--- config.mk ---
export PLATFORM = sky130hd
export DESIGN_NAME = ldc_dimming_ctrl
export DESIGN_NICKNAME = d
export VERILOG_FILES = /design/src/hdl/ldc_pkg.sv /design/src/hdl/ldc_duty_meter.sv /design/src/hdl/ldc_phase_gen.sv /design/src/hdl/ldc_dimming_ctrl.sv
export SDC_FILE = /design/constraint.sdc
export NUM_CORES = 2
export LEC_CHECK = 0
export BUFFER_PORTS_ARGS = -buffer_cell sky130_fd_sc_hd__buf_2
export CAP_MARGIN = 40
export CORE_MARGIN = 3
export CORE_UTILIZATION = 30
export CTS_CLUSTER_DIAMETER = 150
export DETAILED_ROUTE_END_ITERATION = 7
export PLACE_DENSITY = 0.51
export SKIP_LAST_GASP = 1
export SLEW_MARGIN = 10
export SYNTH_ARGS = -nofsm -noshare
export SYNTH_HDL_FRONTEND = slang
export SYNTH_SLANG_ARGS = --single-unit
export TNS_END_PERCENT = 20
--- constraint.sdc ---
create_clock -name clk -period 18 [get_ports clk]
set_clock_uncertainty 0.1 [all_clocks]
set_input_delay 3.6 -clock clk [delete_from_list [all_inputs] [get_ports clk]]
set_output_delay 3.6 -clock clk [all_outputs]
set_load 0.01 [all_outputs]
--- src/hdl/ldc_pkg.sv ---
// constants, types and helpers shared by the led dimming controller
package ldc_pkg;
    // base clock and derived timing
    localparam int CLK_HZ       = 25_000_000;
    localparam int MIX_SLOW_HZ  = 200;
    localparam int MIX_FAST_HZ  = 23_000;
    localparam int MIX_SLOW_CYC = CLK_HZ / MIX_SLOW_HZ;
    localparam int MIX_FAST_CYC = CLK_HZ / MIX_FAST_HZ;
    localparam int DEEP_ON_NS   = 7_000;
    localparam int DEEP_ON_CYC  = DEEP_ON_NS / (1_000_000_000 / CLK_HZ);
    localparam int STARTUP_US   = 500;
    localparam int STARTUP_CYC  = STARTUP_US * (CLK_HZ / 1_000_000);
    // 1024 duty steps resolve well past a 200 to 1 range
    localparam int DUTY_W       = 10;
    localparam int DUTY_FS      = 1 << DUTY_W;
    localparam int LOW_DUTY_PCT = 10;
    localparam int N_CH         = 6;
    // register indices; the byte address is four times the index
    localparam logic [7:0] CFG0_IDX  = 8'h00;
    localparam logic [7:0] CFG1_IDX  = 8'h01;
    localparam logic [7:0] STAT_IDX  = 8'h04;
    localparam logic [7:0] CFG0_ADDR = CFG0_IDX << 2;
    localparam logic [7:0] CFG1_ADDR = CFG1_IDX << 2;
    localparam logic [7:0] STAT_ADDR = STAT_IDX << 2;
    // config fields, writable masks and values after reset
    localparam int MODE_LSB      = 5;
    localparam int MIXTP_BIT     = 4;
    localparam int MIX_OUTPUT_FREQ_SELECT_BIT     = 3;
    localparam int PSE_BIT       = 7;
    localparam int CHCNT_LSB     = 0;
    localparam logic [7:0] CFG0_MASK = 8'h78;
    localparam logic [7:0] CFG1_MASK = 8'h87;
    localparam logic [7:0] CFG0_RST  = 8'h00;
    localparam logic [7:0] CFG1_RST  = 8'h00;
    // status fields
    localparam int ST_DUTY_LSB   = 0;
    localparam int ST_MODE_LSB   = 12;
    localparam int ST_START_BIT  = 14;
    localparam int ST_UNUSED_LSB = 16;

    typedef enum logic [1:0] {
        LDC_MIX    = 2'b00,
        LDC_DIRECT = 2'b01,
        LDC_ANALOG = 2'b10
    } ldc_mode_type;

    // 65536 / n, used to split a period into n equal phases
    function automatic logic [16:0] ldc_recip(input logic [2:0] n);
        unique case (n)
            3'h1: ldc_recip = 17'h10000;
            3'h2: ldc_recip = 17'h08000;
            3'h3: ldc_recip = 17'h05555;
            3'h4: ldc_recip = 17'h04000;
            3'h5: ldc_recip = 17'h03333;
            3'h6: ldc_recip = 17'h02aab;
            default: ldc_recip = 17'h00000;
        endcase
    endfunction

    function automatic logic [2:0] ldc_popcount(input logic [5:0] m);
        ldc_popcount = 3'(m[0]) + 3'(m[1]) + 3'(m[2]) + 3'(m[3])
                     + 3'(m[4]) + 3'(m[5]);
    endfunction
endpackage

--- src/hdl/ldc_duty_meter.sv ---
// dimming input duty meter with a serial long divider
module ldc_duty_meter import ldc_pkg::*; #(
    parameter int CNT_W = 20
) (
    input  wire logic              clk,      // system clock
    input  wire logic              rst,      // sync reset, high
    input  wire logic              pwm,      // synchronised dimming input
    output logic [DUTY_W-1:0]      duty,     // duty, full scale 1024
    output logic [CNT_W-1:0]       high_cyc, // last measured high time
    output logic [CNT_W-1:0]       per_cyc,  // last measured period
    output logic                   rise      // pulse on each rising edge
);
    typedef struct packed {
        logic              prev;
        logic [CNT_W-1:0]  cnt;
        logic [CNT_W-1:0]  hi;
        logic [CNT_W-1:0]  hiq;
        logic [CNT_W-1:0]  per;
        logic [CNT_W:0]    rem;
        logic [DUTY_W-1:0] quo;
        logic [3:0]        bits;
        logic [DUTY_W-1:0] duty;
        logic              rise;
    } ldc_meter_type;

    localparam logic [CNT_W-1:0] CMAX = '1;
    ldc_meter_type q;
    ldc_meter_type d;

    // counting, edge capture and one quotient bit per cycle
    always_comb begin
        logic [CNT_W:0] sh;
        d = q;
        sh = {q.rem[CNT_W-1:0], 1'b0};
        d.prev = pwm;
        d.rise = 1'b0;
        if (q.cnt != CMAX) begin
            d.cnt = q.cnt + 1'b1;
            if (pwm) begin
                d.hi = q.hi + 1'b1;
            end
        end else begin
            // no edge for ages: the input is a steady level
            d.duty = pwm ? '1 : '0;
            d.per = CMAX;
            d.hiq = pwm ? CMAX : '0;
        end
        if (q.bits != 4'h0) begin
            if (sh >= {1'b0, q.per}) begin
                d.rem = sh - {1'b0, q.per};
                d.quo = {q.quo[DUTY_W-2:0], 1'b1};
            end else begin
                d.rem = sh;
                d.quo = {q.quo[DUTY_W-2:0], 1'b0};
            end
            d.bits = q.bits - 1'b1;
            if (q.bits == 4'h1) begin
                d.duty = d.quo;
            end
        end
        // a new edge restarts the divider with fresh figures, unless the counter had saturated
        if (pwm && !q.prev) begin
            d.rise = 1'b1;
            d.cnt = CNT_W'(1);
            d.hi = CNT_W'(1);
            if (q.cnt != CMAX) begin
                d.per = q.cnt;
                d.hiq = q.hi;
                d.rem = {1'b0, q.hi};
                d.quo = '0;
                d.bits = 4'(DUTY_W);
            end
        end
    end

    // first period after reset is partial, so the counter starts saturated
    always_ff @(posedge clk) begin
        if (rst) begin
            q <= '0;
            q.cnt <= '1;
        end else begin
            q <= d;
        end
    end

    assign duty = q.duty;
    assign high_cyc = q.hiq;
    assign per_cyc = q.per;
    assign rise = q.rise;
endmodule

--- src/hdl/ldc_phase_gen.sv ---
// per-channel dimming windows, optionally spread over the period
module ldc_phase_gen import ldc_pkg::*; #(
    parameter int CNT_W = 20
) (
    input  wire logic             clk,      // system clock
    input  wire logic             rst,      // sync reset, high
    input  wire logic [CNT_W-1:0] period,   // dimming period in cycles
    input  wire logic [CNT_W-1:0] on_cyc,   // on time in cycles
    input  wire logic             restart,  // realign period start
    input  wire logic [2:0]       n_act,    // active channel count
    input  wire logic             shift_en, // spread channel phases
    output logic [N_CH-1:0]       chan_on   // per-channel on state
);
    typedef struct packed {
        logic [CNT_W-1:0] cnt;
        logic [N_CH-1:0]  on;
    } ldc_phase_type;

    ldc_phase_type q;
    ldc_phase_type d;

    // channel k lags by k times period / n
    always_comb begin
        logic [CNT_W+16:0] prod;
        logic [CNT_W-1:0]  step;
        logic [CNT_W+2:0]  off;
        logic [CNT_W+2:0]  pos;
        off = '0;
        pos = '0;
        d = q;
        prod = period * ldc_recip(n_act);
        step = prod[16 +: CNT_W];
        if (restart || (q.cnt + 1'b1) >= period) begin
            d.cnt = '0;
        end else begin
            d.cnt = q.cnt + 1'b1;
        end
        for (int k = 0; k < N_CH; k++) begin
            off = shift_en ? 3'(k) * step : '0;
            if (off >= period) begin
                off = '0;
            end
            if (q.cnt >= off) begin
                pos = q.cnt - off;
            end else begin
                pos = q.cnt + period - off;
            end
            d.on[k] = pos < on_cyc;
        end
    end

    always_ff @(posedge clk) begin
        if (rst) begin
            q <= '0;
        end else begin
            q <= d;
        end
    end

    assign chan_on = q.on;
endmodule

--- src/hdl/ldc_dimming_ctrl.sv ---
// led dimming controller: mode select, dimming, channels, apb registers

module ldc_dimming_ctrl import ldc_pkg::*; #(
    parameter int STARTUP_CYCLES = STARTUP_CYC,
    parameter int CNT_W          = 20
) (
    input  wire logic        clk,                 // 25 MHz clock
    input  wire logic        rst,                 // sync reset, high
    input  wire logic [7:0]  paddr,               // apb byte address
    input  wire logic        psel,                // apb select
    input  wire logic        penable,             // apb access phase
    input  wire logic        pwrite,              // apb write
    input  wire logic [31:0] pwdata,              // apb write data
    output logic      [31:0] prdata,              // apb read data
    output logic             pready,              // apb ready
    output logic             pslverr,             // apb error
    input  wire logic        dim_pwm_in,          // host dimming pwm pin
    input  wire logic        strap_low,           // mode strap below low band
    input  wire logic        strap_mid,           // mode strap in mid band
    input  wire logic        strap_high,          // mode strap in high band
    input  wire logic        serial_clock_phase_strap, // clock pin at tie level
    input  wire logic        serial_data_phase_strap,  // data pin at tie level
    input  wire logic [5:0]  led_channel_pin_low, // channel pin near ground
    output logic      [5:0]  led_channel_on,      // current source gates
    output logic      [9:0]  led_amplitude,       // current, 1023 = full
    output logic             vled_min_raise,      // raise led pin target
    output logic             vout_deep_dim,       // regulate at 93 pct ovp
    output logic      [1:0]  dimming_mode         // mode in effect
);
    typedef struct packed {
        logic [11:0] sy1;
        logic [11:0] sy2;
        logic [7:0]  cfg0;
        logic [7:0]  cfg1;
        logic [23:0] scnt;
        logic        started;
        logic [5:0]  unused;
        logic [31:0] prdata;
        logic        pready;
        logic        pslverr;
        logic [9:0]  amp;
        logic [5:0]  chan;
        logic        vled_hi;
        logic        deep;
        logic [1:0]  mode;
    } ldc_main_type;

    localparam logic [CNT_W-1:0] FULL_ON = '1;
    localparam logic [9:0]  AMP_FULL = 10'h3ff;
    localparam logic [16:0] LOW_LIM  = 17'(DUTY_FS * LOW_DUTY_PCT);

    ldc_main_type     q;
    ldc_main_type     d;
    logic [9:0]       duty;
    logic [CNT_W-1:0] m_high;
    logic [CNT_W-1:0] m_per;
    logic             m_rise;
    logic [5:0]       ph_on;
    logic [CNT_W-1:0] per_sel;
    logic [CNT_W-1:0] on_sel;
    logic             restart;
    logic             shift_en;
    logic [2:0]       n_act;

    // duty, high time and period of the synchronised input
    ldc_duty_meter #(
        .CNT_W    (CNT_W)
    ) u_meter (
        .clk      (clk),
        .rst      (rst),
        .pwm      (q.sy2[0]),
        .duty     (duty),
        .high_cyc (m_high),
        .per_cyc  (m_per),
        .rise     (m_rise)
    );

    ldc_phase_gen #(
        .CNT_W    (CNT_W)
    ) u_phase (
        .clk      (clk),
        .rst      (rst),
        .period   (per_sel),
        .on_cyc   (on_sel),
        .restart  (restart),
        .n_act    (n_act),
        .shift_en (shift_en),
        .chan_on  (ph_on)
    );

    always_comb begin
        ldc_mode_type      mode;
        logic [9:0]        tp;
        logic [10:0]       outduty;
        logic [CNT_W-1:0]  per_mix;
        logic [CNT_W+10:0] prod;
        logic              pwm_dim;
        logic [16:0]       d100;
        logic [2:0]        nch;
        logic [5:0]        en_mask;
        logic [5:0]        bits;
        logic              setup;
        logic              addr_ok;
        d = q;
        nch = 3'd0;
        mode = LDC_MIX;
        prod = '0;
        bits = '0;
        pwm_dim = 1'b0;
        restart = 1'b0;

        // pins cross into the clock domain through two flops
        d.sy1 = {led_channel_pin_low, serial_data_phase_strap,
                 serial_clock_phase_strap, strap_high, strap_mid,
                 strap_low, dim_pwm_in};
        d.sy2 = q.sy1;

        // strap bands win; a floating strap defers to the register
        if (q.sy2[1]) begin
            mode = LDC_MIX;
        end else if (q.sy2[2]) begin
            mode = LDC_DIRECT;
        end else if (q.sy2[3]) begin
            mode = LDC_ANALOG;
        end else begin
            unique case (q.cfg0[MODE_LSB +: 2])
                2'b01: mode = LDC_DIRECT;
                2'b10: mode = LDC_ANALOG;
                default: mode = LDC_MIX;
            endcase
        end
        d.mode = mode;

        // mix transfer point and output period come from config
        tp = q.cfg0[MIXTP_BIT] ? 10'(DUTY_FS / 8) : 10'(DUTY_FS / 4);
        outduty = q.cfg0[MIXTP_BIT] ? 11'({duty, 3'b000})
                                    : 11'({duty, 2'b00});
        per_mix = q.cfg0[MIX_OUTPUT_FREQ_SELECT_BIT] ? CNT_W'(MIX_FAST_CYC)
                                    : CNT_W'(MIX_SLOW_CYC);
        d100 = duty * 7'd100;
        d.vled_hi = 1'b0;

        unique case (mode)
            LDC_MIX: begin
                // mix runs its own period, ignoring the input's
                per_sel = per_mix;
                if (duty >= tp) begin
                    d.amp = duty;
                    on_sel = per_mix;
                end else begin
                    d.amp = tp;
                    prod = per_mix * outduty;
                    on_sel = prod[DUTY_W +: CNT_W];
                    pwm_dim = 1'b1;
                end
            end
            LDC_DIRECT: begin
                // period restarts at each input edge to stay in step
                d.amp = AMP_FULL;
                per_sel = m_per;
                on_sel = m_high;
                restart = m_rise;
                pwm_dim = 1'b1;
            end
            default: begin
                // analog: strings stay on, amplitude carries the duty
                d.amp = duty;
                per_sel = FULL_ON;
                on_sel = FULL_ON;
                d.vled_hi = d100 < LOW_LIM;
            end
        endcase

        // short on time needs the output held near the threshold
        d.deep = pwm_dim && (on_sel < CNT_W'(DEEP_ON_CYC));

        // start-up window, then grounded pins are marked unused
        if (!q.started) begin
            if (q.scnt >= 24'(STARTUP_CYCLES - 1)) begin
                d.started = 1'b1;
                d.unused = q.sy2[11:6];
            end else begin
                d.scnt = q.scnt + 1'b1;
            end
        end

        // channel count enables from the lowest channel upward
        if (q.cfg1[CHCNT_LSB +: 3] > 3'd5) begin
            nch = 3'd6;
        end else begin
            nch = 3'd6 - q.cfg1[CHCNT_LSB +: 3];
        end
        en_mask = 6'h3f >> (3'd6 - nch);
        en_mask = q.started ? (en_mask & ~q.unused) : 6'h00;
        // assumes unused channels sit at the top of the range
        n_act = ldc_popcount(en_mask);

        shift_en = (q.cfg1[PSE_BIT]
                    || (q.sy2[4] && q.sy2[5]))
                   && pwm_dim;

        // channel one tracks the input itself in direct mode
        for (int k = 0; k < N_CH; k++) begin
            bits[k] = ph_on[k];
            if (mode == LDC_DIRECT && (k == 0 || !shift_en)) begin
                bits[k] = q.sy2[0];
            end
        end
        d.chan = bits & en_mask;

        // apb: answer is prepared in setup, ready in the access cycle
        setup = psel && !penable;
        addr_ok = (paddr == CFG0_ADDR) || (paddr == CFG1_ADDR)
                  || (paddr == STAT_ADDR);
        d.pready = setup;
        d.pslverr = setup && !addr_ok;
        d.prdata = '0;
        if (setup && !pwrite) begin
            unique case (paddr)
                CFG0_ADDR: d.prdata[7:0] = q.cfg0;
                CFG1_ADDR: d.prdata[7:0] = q.cfg1;
                STAT_ADDR: begin
                    d.prdata[ST_DUTY_LSB +: 10] = duty;
                    d.prdata[ST_MODE_LSB +: 2] = q.mode;
                    d.prdata[ST_START_BIT] = q.started;
                    d.prdata[ST_UNUSED_LSB +: 6] = q.unused;
                end
                default: d.prdata = '0;
            endcase
        end
        // writes land only at the completing access edge
        if (psel && penable && q.pready && pwrite && !q.pslverr) begin
            if (paddr == CFG0_ADDR) begin
                d.cfg0 = pwdata[7:0] & CFG0_MASK;
            end
            if (paddr == CFG1_ADDR) begin
                d.cfg1 = pwdata[7:0] & CFG1_MASK;
            end
        end
    end

    always_ff @(posedge clk) begin
        if (rst) begin
            q <= '0;
            q.cfg0 <= CFG0_RST;
            q.cfg1 <= CFG1_RST;
        end else begin
            q <= d;
        end
    end

    assign prdata = q.prdata;
    assign pready = q.pready;
    assign pslverr = q.pslverr;
    assign led_channel_on = q.chan;
    assign led_amplitude = q.amp;
    assign vled_min_raise = q.vled_hi;
    assign vout_deep_dim = q.deep;
    assign dimming_mode = q.mode;
endmodule

==> metrics <==
Hold-fix buffers, CTS 0; sequential power share 19.5%; FFs w/ async S/R, synth 0%; Max IR drop VDD 0.09608 mV; Max Cap Violations 0; hold_ws 0.3460 ns; CP required 18.43 ns; EDFF count, synth 0; Internal 1.879 mW; clock power share 18.1%; I/O pins 111; critical path type reg -> reg; total wire length 149200 um; die width 384.6 um; global route overflow 0; First-pass DRT Iterations 7; clock tree sinks 255; Comb pwr share 62.4%; CP startpoint q[86]$_SDFFE_PP0P_; Cell variety after synth 92; CP Capture Type flop; Most used DFF post-synth dfxtp_1; minimum clock period 17.27 ns; Power Density 71.52 nW/um^2; Max-slew headroom 37.48%; post-layout net count 6823; setup violators final 0; GP Congestion 0.9554; Yosys top cell by area ha_1; Post-DRT Antenna Nets 0; initial antenna violation count 1; Final Hold Vio Count 0; fmax 57.90 MHz; Starting Density 30.30%; P_leak 25.09 nW; M3 GR Usage 1.963%; slew of the pin with the lowest slew margin 0.9366 ns; reg-to-reg startpoint q[86]$_SDFFE_PP0P_; NetSw 1.694 mW; worst hold start d[102]$_SDFF_PP0_; root buffer cell clkbuf_16; status completed; All-Layer GR Usage 19.84%; Die H 384.6 um; placeable core area 141900 um^2; CTS buffer count 30; sequential element share of the synthesized area 11.87%; largest net degree at the start of global routing 59; DRC viols 0; Slowest-stage cell, CP fa_1; Iter 0 DRT Violations 2749; top post-synthesis cells by area ha_1 (22%), fa_1 (16%), dfxtp_1 (12%); Reg clk slew, reported paths 0.06 ns; CTS tree built; # diodes 0; Slew Viols, Final 0; Startpoint Class flop; Hold Path Class reg -> reg; IO buf count 73; FF+latch area 5105 um^2; Vias 38610; dominant delay contributor by cell family on the critical path adder cells; first-pass GRT wire length 226000 um; Mapped Area 43000 um^2; final worst slack 0.7297 ns; Yosys Warn Count 0; Avg Cell Area, Syn 8.155 um^2; Seq cells post-synth 255; Fill cells 14930; Synth top area share 21.94%; Post-Syn Instances 5273; worst skew pair latency 0.60 ns; Vias/cell 5.093; vias in the first global route 37590; layout cell share with drive strength beyond 1 12.53%; CTS Buffer Depth 3; Multi-input gate area 35340 um^2; met1 usage 27.69%; Critical Path Max Stage Delay 0.56 ns; final worst-path cycle share 95.95%; H-tree depth 1; row count 138; DR WL/cell 19.68 um; die area 147900 um^2; dpl ws 0.005866 ns; area grow syn2layout 16.18%; hpwl dp 122300 um; CP bufs+invs 17; CP arrival 17.70 ns; GR Util met2 32.09%; Sw Ratio 47.42%; CP max FO 9; busiest grt layer met2
==> cells by family after synthesis <==
family	share of synthesized area (%)
mux	1.193
simple gates	17.69
fa+ha+maj	37.96
compound gates	18.04
flops	11.87
xor+xnor	6.026
other cells	0.01747
buf+inv	7.210
==> registers in the layout, summed over array words and instances, names as in the netlist, 2 cells and up <==
name and flops:
prdata 19, q 51, dimming_mode 2, u_meter.high_cyc 20
led_channel_on 6, led_amplitude 10, u_meter.q 74, u_phase.q 20
u_meter.per_cyc 20, u_phase.chan_on 6, d 12, u_meter.duty 10
==> layout make-up <==
type                       instances  share of cell area (%)
inverter                         592                   4.448
sequential                       255                   10.22
multi-input combinational       4271                   70.74
tap                             1890                   4.733
timing repair buffer             518                   7.786
clock inverter                    21                  0.4884
clock buffer                      33                   1.585
==> metal layers <==
metal | vias to the layer above | wire length [um]
met3 | 219 | 8522
met2 | 1019 | 66100
met1 | 18390 | 68890
li1 | 18980 | -
met5 | - | 0
met4 | 0 | 5677
==> per-stage QoR <==
step | cells | util [%] | cell area (um^2) | TNS (ns) | total power, mW
6_report | 7580 | 35.20 | 49960 | 0 | 3.573
5_1_grt | 7580 | 35.20 | 49960 | -0.06582 | 3.862
4_1_cts | 7569 | 34.90 | 49540 | 0 | 3.580
3_5_place_dp | 7515 | 34.17 | 48500 | 0 | 2.912
3_3_place_gp | 7496 | 34.00 | 48250 | 0 | 2.856
2_1_floorplan | 5294 | - | 43080 | 0 | 2.158
==> cell usage in the layout, fill, tap and decap left out, drive strengths merged, types with 29 or more instances in the layout <==
cell	instances
a21oi	299
or3	31
buf	517
mux2i	49
nand3	114
o21bai	41
xnor2	169
nand2b	80
a31oi	46
a211oi	68
and3	48
o21a	61
clkbuf	33
dfxtp	255
and2	48
nand4	56
o21ai	281
inv	595
fa	344
xor2	126
nand2	498
nor2b	117
a21o	134
o31ai	29
ha	754
nor2	439
a21boi	29
nor3	95
==> path summary, 6_finish.rpt <==
kind / cells past startpoint / slack, ns / end
hold reg to reg: 1 / 0.35 / q[102]$_SDFF_PP0_
hold / removal: 1 / 0.35 / q[102]$_SDFF_PP0_
setup reg to reg: 83 / 0.73 / u_phase.chan_on[3]$_SDFF_PP0_
setup / recovery: 83 / 0.73 / u_phase.chan_on[3]$_SDFF_PP0_
==> power groups by stage <==
stage | clock (mW) | sequential, mW | combinational (mW)
detailed placement | 0 | 0.710 | 2.20
CTS | 0.662 | 0.698 | 2.22
global placement | 0 | 0.709 | 2.15
global route | 0.681 | 0.707 | 2.47
finish | 0.646 | 0.698 | 2.23
floorplan | 0 | 0.685 | 1.47
==> what timing repair did <==
action,4_1_cts,5_1_grt
cloned,0,0
setup buffers,0,11
setup endpoints to repair,1,4
gates resized for setup,1,95
hold endpoints to repair,0,0
pin swaps,0,25
==> worst register-to-register path, delay by kind of cell, from the launching register on <==
kind,cells,cell delay [ns]
flops,1,0.32
buf+inv,17,1.86
compound gates,27,4.53
fa+ha+maj,19,7.19
simple gates,17,2.74
xor+xnor,2,0.37
mux,1,0.10
==> cell usage after synthesis, drive strengths merged (17+ instances only) <==
cell type and instances:
nor2b 117, xnor2 169, a31oi 46, nand4 56
ha 754, o41ai 26, inv 592, a21oi 299
and3 48, dfxtp 255, o21bai 41, nand3 114
buf 71, or2 17, a21o 134, nor4 19
or3 31, xor2 126, o21ai 281, o31ai 29
nor2 439, fa 344, nand2 498, nand2b 80
mux2i 49, a211oi 68, clkbuf 105, nor3 95
o211ai 28, and2 48, a22oi 20, o21a 61
a21boi 29
No activity file was read; power rests on OpenSTA's default activity.
